$ cat config.mk
export PLATFORM = sky130hd
export DESIGN_NAME = scd_datapath
export DESIGN_NICKNAME = d
export VERILOG_FILES = /design/src/scd_pkg.sv /design/src/scd_rf_if.sv /design/src/scd_regfile.sv /design/src/scd_shifter.sv /design/src/scd_datapath.sv
export SDC_FILE = /design/constraint.sdc
export NUM_CORES = 2
export LEC_CHECK = 0
export BUFFER_PORTS_ARGS = -buffer_cell sky130_fd_sc_hd__buf_2
export CORE_MARGIN = 1.5
export CORE_UTILIZATION = 45
export CTS_BUF_LIST = sky130_fd_sc_hd__clkbuf_2 sky130_fd_sc_hd__clkbuf_4 sky130_fd_sc_hd__clkbuf_8
export DETAILED_ROUTE_END_ITERATION = 10
export PLACE_DENSITY_LB_ADDON = 0.12
export SYNTH_ARGS = -nofsm -noshare
export SYNTH_HDL_FRONTEND = slang
export SYNTH_SLANG_ARGS = --single-unit
$ cat constraint.sdc
create_clock -name clk -period 29.6 [get_ports clk]
set_input_delay 1.48 -clock clk [delete_from_list [all_inputs] [get_ports clk]]
set_output_delay 1.48 -clock clk [all_outputs]
set_load 0.1 [all_outputs]
$ cat src/scd_pkg.sv
package scd_pkg;

  // ==========================================================================
  // Widths and instruction field low bits
  localparam int unsigned WORD_W    = 16;
  localparam int unsigned ADDR_W    = 16;
  localparam int unsigned FIELD_W   = 4;
  localparam int unsigned REG_COUNT = 16;
  localparam int unsigned OPC_LSB   = 0;
  localparam int unsigned FUNC_LSB  = 4;
  localparam int unsigned REGA_LSB  = 8;
  localparam int unsigned REGB_LSB  = 12;

  // ==========================================================================
  // Register index encoding
  localparam logic [3:0] GEN_LAST_IDX = 4'hC;
  localparam logic [3:0] TEMP_IDX     = 4'hD;
  localparam logic [3:0] ZERO_IDX     = 4'hE;
  localparam logic [3:0] ONES_IDX     = 4'hF;

  // ==========================================================================
  // Constants, reset values and default sizes
  localparam logic [15:0] ZERO_VAL   = 16'h0000;
  localparam logic [15:0] ONES_VAL   = 16'hFFFF;
  localparam logic [15:0] PC_RST     = 16'h0000;
  localparam logic [15:0] PC_STEP    = 16'h0001;
  localparam logic [15:0] REG_RST    = 16'h0000;
  localparam int unsigned RET_DEPTH_DEF = 8;
  localparam int unsigned IO_ADDR_W_DEF = 8;
  localparam int unsigned IO_DATA_W_DEF = 8;

  // ==========================================================================
  // Operation selectors from control
  typedef enum logic [3:0] {
    SCD_ALU_ADD, SCD_ALU_SUB, SCD_ALU_MUL, SCD_ALU_DIV,
    SCD_ALU_AND, SCD_ALU_OR,  SCD_ALU_XOR, SCD_ALU_NOT,
    SCD_ALU_NEG
  } scd_alu_op_e;

  typedef enum logic [2:0] {
    SCD_SHF_ROL, SCD_SHF_ROR, SCD_SHF_LSL,
    SCD_SHF_LSR, SCD_SHF_ASL, SCD_SHF_ASR
  } scd_shf_op_e;

  typedef enum logic [2:0] {
    SCD_CND_ALWAYS, SCD_CND_EQ, SCD_CND_NE, SCD_CND_GT,
    SCD_CND_GE,     SCD_CND_LT, SCD_CND_LE, SCD_CND_NEVER
  } scd_cond_e;

  typedef enum logic [2:0] {
    SCD_WB_ALU, SCD_WB_SHIFT, SCD_WB_DMEM, SCD_WB_IO, SCD_WB_OPER
  } scd_wb_sel_e;

endpackage

$ cat src/scd_rf_if.sv
`timescale 1ns/1ps
`default_nettype none

// ============================================================================
// Register file access bundle
interface scd_rf_if;
  logic [3:0]  rd_a_idx;
  logic [3:0]  rd_b_idx;
  logic [15:0] rd_a;
  logic [15:0] rd_b;
  logic        wr_en;
  logic [3:0]  wr_idx;
  logic [15:0] wr_data;
  logic        tmp_wr_en;
  logic [15:0] tmp_data;

  modport dp (
    output rd_a_idx, rd_b_idx, wr_en, wr_idx, wr_data, tmp_wr_en, tmp_data,
    input  rd_a, rd_b
  );

  modport rf (
    input  rd_a_idx, rd_b_idx, wr_en, wr_idx, wr_data, tmp_wr_en, tmp_data,
    output rd_a, rd_b
  );
endinterface

`default_nettype wire

$ cat src/scd_regfile.sv
`timescale 1ns/1ps
`default_nettype none

// ============================================================================
// Register file: thirteen general registers, temp, two constants
module scd_regfile (
  input wire logic clk,
  input wire logic rst,
  scd_rf_if.rf     bus
);

  logic [15:0] regs [0:12];
  logic [15:0] temp_reg;

  // Constant indices are decoded here, never stored
  function automatic logic [15:0] scd_rd(input logic [3:0] idx, input logic [15:0] val,
                                         input logic [15:0] tmp);
    if (idx == scd_pkg::ZERO_IDX) begin
      return scd_pkg::ZERO_VAL;
    end else if (idx == scd_pkg::ONES_IDX) begin
      return scd_pkg::ONES_VAL;
    end else if (idx == scd_pkg::TEMP_IDX) begin
      return tmp;
    end
    return val;
  endfunction

  // Reads are combinational so operands latch in the same cycle
  assign bus.rd_a = scd_rd(bus.rd_a_idx,
                           regs[bus.rd_a_idx > 4'hC ? 4'hC : bus.rd_a_idx], temp_reg);
  assign bus.rd_b = scd_rd(bus.rd_b_idx,
                           regs[bus.rd_b_idx > 4'hC ? 4'hC : bus.rd_b_idx], temp_reg);

  // General write port; temp and constants unreachable
  always_ff @(posedge clk) begin
    if (rst) begin
      for (int i = 0; i < 13; i++) begin
        regs[i] <= scd_pkg::REG_RST;
      end
    end else if (bus.wr_en && bus.wr_idx <= scd_pkg::GEN_LAST_IDX) begin
      regs[bus.wr_idx] <= bus.wr_data;
    end
  end

  // Own temp port: second result lands in the same cycle
  always_ff @(posedge clk) begin
    if (rst) begin
      temp_reg <= scd_pkg::REG_RST;
    end else if (bus.tmp_wr_en) begin
      temp_reg <= bus.tmp_data;
    end
  end

endmodule

`default_nettype wire

$ cat src/scd_shifter.sv
`timescale 1ns/1ps
`default_nettype none

// ============================================================================
// Barrel shifter built on a single left rotator
module scd_shifter (
  input  wire logic [15:0]       din,
  input  wire logic [3:0]        amount,
  input  wire scd_pkg::scd_shf_op_e op,
  output logic      [15:0]       dout
);

  logic [3:0]  rot;
  logic        right;
  logic        fill;
  logic [15:0] rotated;
  logic [15:0] keep;

  // right moves by width minus count
  always_comb begin
    right = (op == scd_pkg::SCD_SHF_ROR) || (op == scd_pkg::SCD_SHF_LSR) ||
            (op == scd_pkg::SCD_SHF_ASR);
    rot   = right ? 4'(4'h0 - amount) : amount;
    fill  = (op == scd_pkg::SCD_SHF_ASR) ? din[15] : 1'b0;
  end

  assign rotated = 16'((din << rot) | (din >> (5'h10 - {1'b0, rot})));

  // Wrapped bits become zeros or sign copies
  // rotate, left shifts, right shifts
  always_comb begin
    case (op)
      scd_pkg::SCD_SHF_ROL,
      scd_pkg::SCD_SHF_ROR: keep = 16'hFFFF;
      scd_pkg::SCD_SHF_LSL,
      scd_pkg::SCD_SHF_ASL: keep = 16'(16'hFFFF << amount);
      scd_pkg::SCD_SHF_LSR,
      scd_pkg::SCD_SHF_ASR: keep = 16'(16'hFFFF >> amount);
      default:              keep = 16'hFFFF;
    endcase
    dout = (rotated & keep) | ({16{fill}} & ~keep);
  end

endmodule

`default_nettype wire

$ cat src/scd_datapath.sv
`timescale 1ns/1ps
`default_nettype none

// Summary of operation
// - Index 14 reads zero, index 15 reads all ones.
// - Fetch and branch hit code memory; loads and stores hit data memory.
// - Each memory holds 65536 sixteen-bit words, word access only.
// - Instruction word splits into four nibble fields.
// - Indices 0-12 general, 13 temp, 14 zero, 15 ones.
// - Immediate or absolute operands only for loads and stores.
// - PC plus one formed every cycle, muxed with branch target.
// - Return addresses live in a 16-bit bidirectional shift register.
// - Operand registers load from next instruction word or register file.
// - One writeback multiplexer picks the unit result.
// - ALU and multiplier are purely combinational.
// - Multiply high half or divide remainder goes to temp in same cycle.
// - Operands drive data memory buses; control adds a read stall.
// - I/O and video buses carry operands; control gives enables.
// - I/O unit both reads and writes peripheral words.
// - Shifter offers rotates, arithmetic shifts and logical shifts.
// - Right moves use left rotation by width minus count plus fill.
// - Branch uses equal and greater-than comparators; others derived.
// - True condition reloads PC from target, else PC keeps next address.
module scd_datapath #(
  parameter int unsigned RET_DEPTH = scd_pkg::RET_DEPTH_DEF,
  parameter int unsigned IO_ADDR_W = scd_pkg::IO_ADDR_W_DEF,
  parameter int unsigned IO_DATA_W = scd_pkg::IO_DATA_W_DEF
) (
  input  wire logic                 clk,
  input  wire logic                 rst,
  // Control: fetch
  input  wire logic                 pc_load_en,
  input  wire logic                 ir_load_en,
  input  wire logic                 bt_load_en,
  input  wire logic                 branch_en,
  input  wire logic                 call_en,
  input  wire logic                 return_en,
  input  wire scd_pkg::scd_cond_e   branch_cond,
  // Control: decode
  input  wire logic                 op1_load_en,
  input  wire logic                 op2_load_en,
  input  wire logic                 op1_imm_sel,
  input  wire logic                 op2_imm_sel,
  input  wire logic                 ldst_instr,
  // Control: execute
  input  wire scd_pkg::scd_alu_op_e alu_op,
  input  wire scd_pkg::scd_shf_op_e shift_op,
  input  wire scd_pkg::scd_wb_sel_e wb_sel,
  input  wire logic                 rf_write_en,
  input  wire logic                 dmem_write_en,
  input  wire logic                 io_read_en,
  input  wire logic                 io_write_en,
  input  wire logic                 video_write_en,
  // Decode results for control
  output logic [3:0]                opcode,
  output logic [3:0]                func_field,
  output logic                      branch_taken,
  output logic                      stack_empty,
  output logic                      stack_full,
  // Instruction memory
  output logic [15:0]               imem_addr,
  input  wire logic [15:0]          imem_rdata,
  // Data memory
  output logic [15:0]               dmem_addr,
  output logic [15:0]               dmem_wdata,
  output logic                      dmem_we,
  input  wire logic [15:0]          dmem_rdata,
  // Peripheral I/O bus
  output logic [IO_ADDR_W-1:0]      io_addr,
  output logic [IO_DATA_W-1:0]      io_wdata,
  output logic                      io_rd,
  output logic                      io_wr,
  input  wire logic [IO_DATA_W-1:0] io_rdata,
  // Video bus
  output logic [15:0]               vid_addr,
  output logic [15:0]               vid_data,
  output logic                      vid_we
);

  // ==========================================================================
  // Declarations
  scd_rf_if rf ();

  logic [15:0] pc;
  logic [15:0] pc_inc;
  logic [15:0] next_pc;
  logic [15:0] ir;
  logic [15:0] branch_target;
  logic [15:0] op1;
  logic [15:0] op2;
  logic [15:0] ret_stack [0:RET_DEPTH-1];
  logic [$clog2(RET_DEPTH+1)-1:0] ret_count;
  logic        push;
  logic        pop;
  logic        cmp_eq;
  logic        cmp_gt;
  logic [15:0] alu_result;
  logic [15:0] alu_extra;
  logic        alu_has_extra;
  logic [15:0] shift_result;
  logic [15:0] wb_data;

  // ==========================================================================
  // Instruction fields
  // four nibble fields
  always_comb begin
    opcode     = ir[scd_pkg::OPC_LSB  +: scd_pkg::FIELD_W];
    func_field = ir[scd_pkg::FUNC_LSB +: scd_pkg::FIELD_W];
  end

  assign rf.rd_a_idx = ir[scd_pkg::REGA_LSB +: scd_pkg::FIELD_W];
  assign rf.rd_b_idx = ir[scd_pkg::REGB_LSB +: scd_pkg::FIELD_W];

  // ==========================================================================
  // Fetch
  // increment every cycle
  assign pc_inc = pc + scd_pkg::PC_STEP;

  assign imem_addr = pc;

  always_comb begin
    if (return_en) begin
      next_pc = ret_stack[0];
    end else if (branch_en && branch_taken) begin
      next_pc = branch_target;
    end else begin
      next_pc = pc_inc;
    end
  end

  // PC always points at the next word
  always_ff @(posedge clk) begin
    if (rst) begin
      pc <= scd_pkg::PC_RST;
    end else if (pc_load_en) begin
      pc <= next_pc;
    end
  end

  // Instruction register
  always_ff @(posedge clk) begin
    if (rst) begin
      ir <= scd_pkg::REG_RST;
    end else if (ir_load_en) begin
      ir <= imem_rdata;
    end
  end

  // Target is the word after the instruction
  always_ff @(posedge clk) begin
    if (rst) begin
      branch_target <= scd_pkg::REG_RST;
    end else if (bt_load_en) begin
      branch_target <= imem_rdata;
    end
  end

  // ==========================================================================
  // Return address stack
  // Only a taken call pushes
  assign push = pc_load_en && call_en && branch_en && branch_taken && !return_en;
  assign pop  = pc_load_en && return_en;

  assign stack_empty = (ret_count == '0);
  assign stack_full  = (ret_count == ($clog2(RET_DEPTH+1))'(RET_DEPTH));

  always_ff @(posedge clk) begin
    if (rst) begin
      for (int i = 0; i < RET_DEPTH; i++) begin
        ret_stack[i] <= scd_pkg::REG_RST;
      end
    end else if (push) begin
      ret_stack[0] <= pc;
      for (int i = 1; i < RET_DEPTH; i++) begin
        ret_stack[i] <= ret_stack[i-1];
      end
    end else if (pop) begin
      for (int i = 0; i < RET_DEPTH - 1; i++) begin
        ret_stack[i] <= ret_stack[i+1];
      end
      ret_stack[RET_DEPTH-1] <= scd_pkg::REG_RST;
    end
  end

  // Count saturates; overflow drops the oldest entry
  always_ff @(posedge clk) begin
    if (rst) begin
      ret_count <= '0;
    end else if (push && !stack_full) begin
      ret_count <= ret_count + 1'b1;
    end else if (pop && !stack_empty) begin
      ret_count <= ret_count - 1'b1;
    end
  end

  // ==========================================================================
  // Operand registers
  // immediate only for load/store
  always_ff @(posedge clk) begin
    if (rst) begin
      op1 <= scd_pkg::REG_RST;
    end else if (op1_load_en) begin
      op1 <= (op1_imm_sel && ldst_instr) ? imem_rdata : rf.rd_a;
    end
  end

  always_ff @(posedge clk) begin
    if (rst) begin
      op2 <= scd_pkg::REG_RST;
    end else if (op2_load_en) begin
      op2 <= (op2_imm_sel && ldst_instr) ? imem_rdata : rf.rd_b;
    end
  end

  // ==========================================================================
  // Arithmetic and logic unit
  // Signed; divide by zero gives all ones, remainder = dividend
  // purely combinational ALU
  always_comb begin
    logic signed [31:0] prod;
    prod          = 32'($signed(op1)) * 32'($signed(op2));
    alu_result    = scd_pkg::ZERO_VAL;
    alu_extra     = scd_pkg::ZERO_VAL;
    alu_has_extra = 1'b0;
    case (alu_op)
      scd_pkg::SCD_ALU_ADD: alu_result = op1 + op2;
      scd_pkg::SCD_ALU_SUB: alu_result = op1 - op2;
      scd_pkg::SCD_ALU_MUL: begin
        alu_result    = prod[15:0];
        alu_extra     = prod[31:16];
        alu_has_extra = 1'b1;
      end
      scd_pkg::SCD_ALU_DIV: begin
        alu_has_extra = 1'b1;
        if (op2 == scd_pkg::ZERO_VAL) begin
          alu_result = scd_pkg::ONES_VAL;
          alu_extra  = op1;
        end else begin
          alu_result = 16'($signed(op1) / $signed(op2));
          alu_extra  = 16'($signed(op1) % $signed(op2));
        end
      end
      scd_pkg::SCD_ALU_AND: alu_result = op1 & op2;
      scd_pkg::SCD_ALU_OR:  alu_result = op1 | op2;
      scd_pkg::SCD_ALU_XOR: alu_result = op1 ^ op2;
      scd_pkg::SCD_ALU_NOT: alu_result = ~op1;
      scd_pkg::SCD_ALU_NEG: alu_result = 16'(16'h0000 - op1);
      default:              alu_result = scd_pkg::ZERO_VAL;
    endcase
  end

  // ==========================================================================
  // Shift unit
  // shift unit instance
  scd_shifter u_shifter (
    .din    (op1),
    .amount (op2[3:0]),
    .op     (shift_op),
    .dout   (shift_result)
  );

  // ==========================================================================
  // Branch unit
  // two comparators only
  assign cmp_eq = (op1 == op2);
  assign cmp_gt = ($signed(op1) > $signed(op2));

  always_comb begin
    case (branch_cond)
      scd_pkg::SCD_CND_ALWAYS: branch_taken = 1'b1;
      scd_pkg::SCD_CND_EQ:     branch_taken = cmp_eq;
      scd_pkg::SCD_CND_NE:     branch_taken = !cmp_eq;
      scd_pkg::SCD_CND_GT:     branch_taken = cmp_gt;
      scd_pkg::SCD_CND_GE:     branch_taken = cmp_gt || cmp_eq;
      scd_pkg::SCD_CND_LT:     branch_taken = !cmp_gt && !cmp_eq;
      scd_pkg::SCD_CND_LE:     branch_taken = !cmp_gt;
      default:                 branch_taken = 1'b0;
    endcase
  end

  // ==========================================================================
  // Load/store, I/O and video routing
  // operands onto data memory
  // loads and stores only reach data memory
  always_comb begin
    dmem_addr  = op2;
    dmem_wdata = op1;
    dmem_we    = dmem_write_en;
  end

  always_comb begin
    io_addr  = op2[IO_ADDR_W-1:0];
    io_wdata = op1[IO_DATA_W-1:0];
    io_rd    = io_read_en;
    io_wr    = io_write_en;
  end

  always_comb begin
    vid_addr = op2;
    vid_data = op1;
    vid_we   = video_write_en;
  end

  // ==========================================================================
  // Writeback
  // Control waits the extra cycle for load data
  // single writeback mux
  always_comb begin
    case (wb_sel)
      scd_pkg::SCD_WB_ALU:   wb_data = alu_result;
      scd_pkg::SCD_WB_SHIFT: wb_data = shift_result;
      scd_pkg::SCD_WB_DMEM:  wb_data = dmem_rdata;
      scd_pkg::SCD_WB_IO:    wb_data = 16'(io_rdata);
      scd_pkg::SCD_WB_OPER:  wb_data = op1;
      default:               wb_data = alu_result;
    endcase
  end

  assign rf.wr_en   = rf_write_en;
  assign rf.wr_idx  = ir[scd_pkg::REGA_LSB +: scd_pkg::FIELD_W];
  assign rf.wr_data = wb_data;

  assign rf.tmp_wr_en = rf_write_en && (wb_sel == scd_pkg::SCD_WB_ALU) && alu_has_extra;
  assign rf.tmp_data  = alu_extra;

  scd_regfile u_regfile (
    .clk (clk),
    .rst (rst),
    .bus (rf.rf)
  );

endmodule

`default_nettype wire

# After elaboration in Yosys (flattened, before gate mapping)
# Memories as Yosys holds them, arrays and structs flattened.
# Cells that the tools add are included.
# Widths: inputs -> output; s select.
# op_classes
n_addsub	8
n_bitwise	25
reduce_logical	32
shift	4
muxes	63
magnitude_cmp	4
mul	1
n_eq_ne	31
div_mod_pow	2
# ops
op	count
$mux 16	31
$pmux 16 s9	1
$pmux 16 s2	2
$pmux 16 s4	1
$and 16x16->16	3
$or 16x16->16	3
$eq 4x4->1 const B	8
$mul 16x16->32	1
$not 16->16	2
$mux 4	6
$mux 1	21
$eq 3x2->1 const B	6
$eq 3x3->1 const B	6
$add 16x1->16 const B	1
$add 16x16->16	1
$div 16x16->16	1
$eq 16x16->1	1
$eq 4x3->1 const B	4
$gt 16x16->1	1
$logic_not 16->1	1
$mod 16x16->16	1
$or 1x1->1	16
$reduce_or 16->1	1
$shl 16x4->16	1
other kinds (23)	50
# word_totals
register_bits	100
word_cells	179
n_memories	2
ramBits	336
inputBits	71
# mem_list
name	words	width	rd	rd_ports_with_merged_regs	write_ports	line_no	source
u_regfile.regs	13	16	2	0	13	scd_regfile.sv:12	logic [15:0] regs [0:12];
ret_stack	8	16	8	0	8	scd_datapath.sv:91	logic [15:0] ret_stack [0:RET_DEPTH-1];

# Logic depth before layout (Yosys ltp)
# depth
depth_word	11
mapped_depth	156
mapped_depth_nobuf	145

# Modules after synthesis
# From an unflattened synthesis, not the netlist that was laid out.
# hier_totals
hier_cells	5395
hier_area_um2	47196.5
# modules_own_cells
module	instances	seq_area_each_um2	cells_per_inst	area_per_inst_um2
scd_datapath	1	5365.1	3882	31855.6
scd_regfile	1	6566.3	1159	12837.3
scd_shifter	1	0.0	354	2503.7

# Worst setup path before layout
# OpenSTA, ideal clock, no wires.
# synth_path
kind	flip-flop to flip-flop
from	register op2[0] (netlist: dmem_addr[0])
to	memory u_regfile.regs[1][1], data pin
synth_period_minus_slack_ns	33.351
stages_incl_launch_ff	146
setup_ns	0.265
t_arrival_ns	33.086
slack_ns	-3.751
required_ns	29.335
cell_sequence	dfxtp_1 clkbuf_1 inv_1 buf_1 clkbuf_1 buf_1 ha_1 buf_2 or4b_4 nor3_2 a311o_1 buf_4 nand4_4 nor2_2 nand2_1 nor2_1 mux2i_1 ha_1 [110 not listed] nand2_1 ha_1 nor2b_1 o31a_1 o31ai_1 a211oi_1 o31ai_1 nand2_1 inv_2 buf_2 ha_1 nand2_1 o21ai_0 o21ai_0 a41oi_1 a2111oi_0 clkbuf_1 nor2_1
# synth_rtl
element	line_no	source
start, declared	scd_datapath.sv:90	logic [15:0] op2;
start signal, assigned	scd_datapath.sv:209	op2 <= scd_pkg::REG_RST;
start signal, assigned	scd_datapath.sv:211	op2 <= (op2_imm_sel && ldst_instr) ? imem_rdata : rf.rd_b;
end, declared	scd_regfile.sv:12	

==> impl_metrics.csv <==
group,metric,value,unit
timing,timing.fmax,0.0349,GHz
route,drt-initial-drc-count,4941,
critical_path,critPathLaunchType,"flop",
critical_path,endpoint_kind,"flop",
cells_and_area,largestRegisters,"u_regfile.regs (208), ret_stack (128)",
yosys,synthTopCellsByArea,"edfxtp_1, fa_1, ha_1, nor2_1, dfxtp_1",
critical_path,path_buf_inv,22,
critical_path,worstPathRequired,29.98,ns
cts,root_buffer,"clkbuf_8",
timing,finalCriticalPeriod,28.61,ns
yosys,syn_inst,5175,
critical_path,arrival,28.99,ns
timing,hold_viol,0,
cells_and_area,syn2layout_area_growth,13.1,%
global_route,grtUsageTotal,0.351,
route,routed-wl-met2,79000,microns
hold_path,worstHoldStart,"ret_stack[1][62]",
floorplanning,core_area,99900,sq um
cts,cts_buffers,70,
route,num_vias,42800,
route,wl_per_cell,27.6,microns
cells_and_area,largest_reg_flops,208,
global_route,grt_pass1_wl,269000,microns
critical_path,critPathMaxStageDelay,0.56,ns
yosys,synth_top_area_share,0.213,
floorplanning,pin_count,182,
timing,fin_worst_skew,0.0435,ns
route,viasPerCell,6.37,
route,wirelength,186000,microns
timing,slew_headroom,0.0539,
placed_design,place_inst,6543,
cts,htreeDepth,3,
yosys,yosysWarnings,0,
cts,clock_path_buffers,3,
critical_path,crit_start,"dmem_addr[1]",
critical_path,path_common_cell,"ha_1",
critical_path,cp_max_fo,8,
floorplanning,row_count,116,
cells_and_area,fin_cells,6727,
yosys,syn-num-nets,5791,
cells_and_area,mostFrequentLayoutCell,"nor2_1",
global_route,antenna_found_initial,14,
cts,clock_latency,0.68,ns
route,maxUsedRoutingLayer,"met5",
hold_path,hp-class,"flop to flop",
flow_run,drv_cap,0,
cts,numClockSinks,436,
global_route,grt_remaining_overflow,0,
floorplanning,start_util,0.453,
yosys,synth_area,45200,sq um
floorplanning,die-area,102000,sq um
route,drt_first_pass_iters,6,
floorplanning,die_w,320,microns
cts,worst_setup_hold_path_clk_slew,0.07,ns
route,ant_nets,0,
global_route,first_global_vias,40600,
cells_and_area,nets,5987,
route,wl_met1,76000,microns
route,drc,0,
floorplanning,die_h,320,microns
cts,cts_hold_buf,0,
yosys,synth_edf_count,320,
global_route,grt_max_degree,92,
cells_and_area,layout-drive-gt1-share,0.183,
timing,setup_viol,0,
yosys,synth_async_sr_flop_share,0,
critical_path,critPathTopFamily,"compound AO/OA/AOI/OAI gates",
yosys,yosys.area.top_type,"edfxtp_1",
timing,worstMarginPinSlew,1.41,ns
route,met3_wirelength,21400,microns
placed_design,place_congestion,1.00,
placed_design,place_hpwl,132000,microns
yosys,ys_types,119,
yosys,synth_ff_type,"edfxtp_1",
run_status,status,"finished, final reports clean",
yosys,synth_seq_area_share,0.264,
cells_and_area,largest-register,"u_regfile.regs",
critical_path,cp_slowest_cell,"or4_4",
placed_design,port-buffer-count,173,
critical_path,r2r_start,"dmem_addr[1]",
cells_and_area,post-route-util,0.512,
yosys,synth_seq_cells,436,
timing,slew_violations,0,
yosys,avgSynthCellArea,8.74,sq um
critical_path,path_class,"flop to flop",
cts,cts_tree,"done",
cells_and_area,final_cell_mix,"nor2_1, nand2_1, inv_1",
timing,post-route-period-util,0.967,
==> per-layer routing <==
metal	vias up	track usage
met5	-	0
met4	14	0.153
met3	495	0.0917
met2	2424	0.518
met1	21000	0.485
li1	18900	-
==> logic make-up (layout without fill, tap and decap cells) <==
| family | after synthesis | count (layout) | share of synthesized area |
|---|---|---|---|
| xor gates and xnor gates | 177 | 177 | 0.0346 |
| other | 0 | 6 | 0 |
| DFF | 436 | 436 | 0.264 |
| muxes | 164 | 164 | 0.0565 |
| AOI/OAI and AO/OA | 1362 | 1363 | 0.209 |
| adders and majority gates | 545 | 545 | 0.195 |
| and+or+nand+nor | 1726 | 1727 | 0.171 |
| buffers and inverters | 765 | 1011 | 0.0700 |
==> worst min-delay path: stages (launching register included) <==
cell	delay [ns]
dfxtp_1	0.31
nand2_1	0.05
a21oi_1	0.05
==> through the flow <==
stage	setup WS, ns	hold slack [ns]	instance area [sq um]	TNS, ns
2_1_floorplan	0.00185	0.437	45500	0
3_3_place_gp	-0.421	0.441	48400	-23.15
3_5_place_dp	-1.16	0.447	48400	-141.38
4_1_cts	0.0652	0.455	50000	0
5_1_grt	-0.158	0.477	51100	-3.64
6_report	0.987	0.453	51100	0
==> final cells by class <==
cell class | count | area (sq um)
Clock inverter | 22 | 123
Multi-Input combinational cell | 3976 | 31200
Antenna cell | 6 | 15.0
Inverter | 376 | 1420
Timing Repair Buffer | 511 | 3520
Tap cell | 1298 | 1620
Sequential cell | 436 | 12000
Fill cell | 9517 | 48700
Clock buffer | 102 | 1220
==> Yosys cell counts, drive strengths merged, types with 26 or more instances <==
cell	n
a211oi	116
nand2	601
nand2b	51
buf	119
xor2	55
nor2b	72
a311oi	45
o21a	41
nand3	76
nand4	29
nor2	644
clkbuf	270
mux4	71
a22o	114
mux2i	73
a31oi	66
ha	279
inv	360
or3	31
a21o	49
a221oi	45
fa	266
edfxtp	320
a21oi	341
nor3	91
xnor2	122
o211ai	46
dfxtp	116
o21ai	227
a22oi	26
==> final timing paths <==
| check | cells past startpoint | to | slack, ns |
|---|---|---|---|
| max | 144 | u_regfile.regs[6][13] | 0.99 |
| min | 2 | ret_stack[1][62] | 0.45 |
| max reg2reg | 144 | u_regfile.regs[6][13] | 0.99 |
| min reg2reg | 2 | ret_stack[1][62] | 0.45 |
==> repair_timing <==
action | in CTS | in global routing
pin swaps | 7 | 71
hold endpoints to repair | 0 | 0
gates cloned | 0 | 5
setup buffers | 10 | 39
gates resized for setup | 26 | 163
endpoints found under the setup margin | 221 | 224
Power is left out: the tool's default activity adds up to more than one toggle a clock period on the data nets, which glitch-free logic cannot reach.
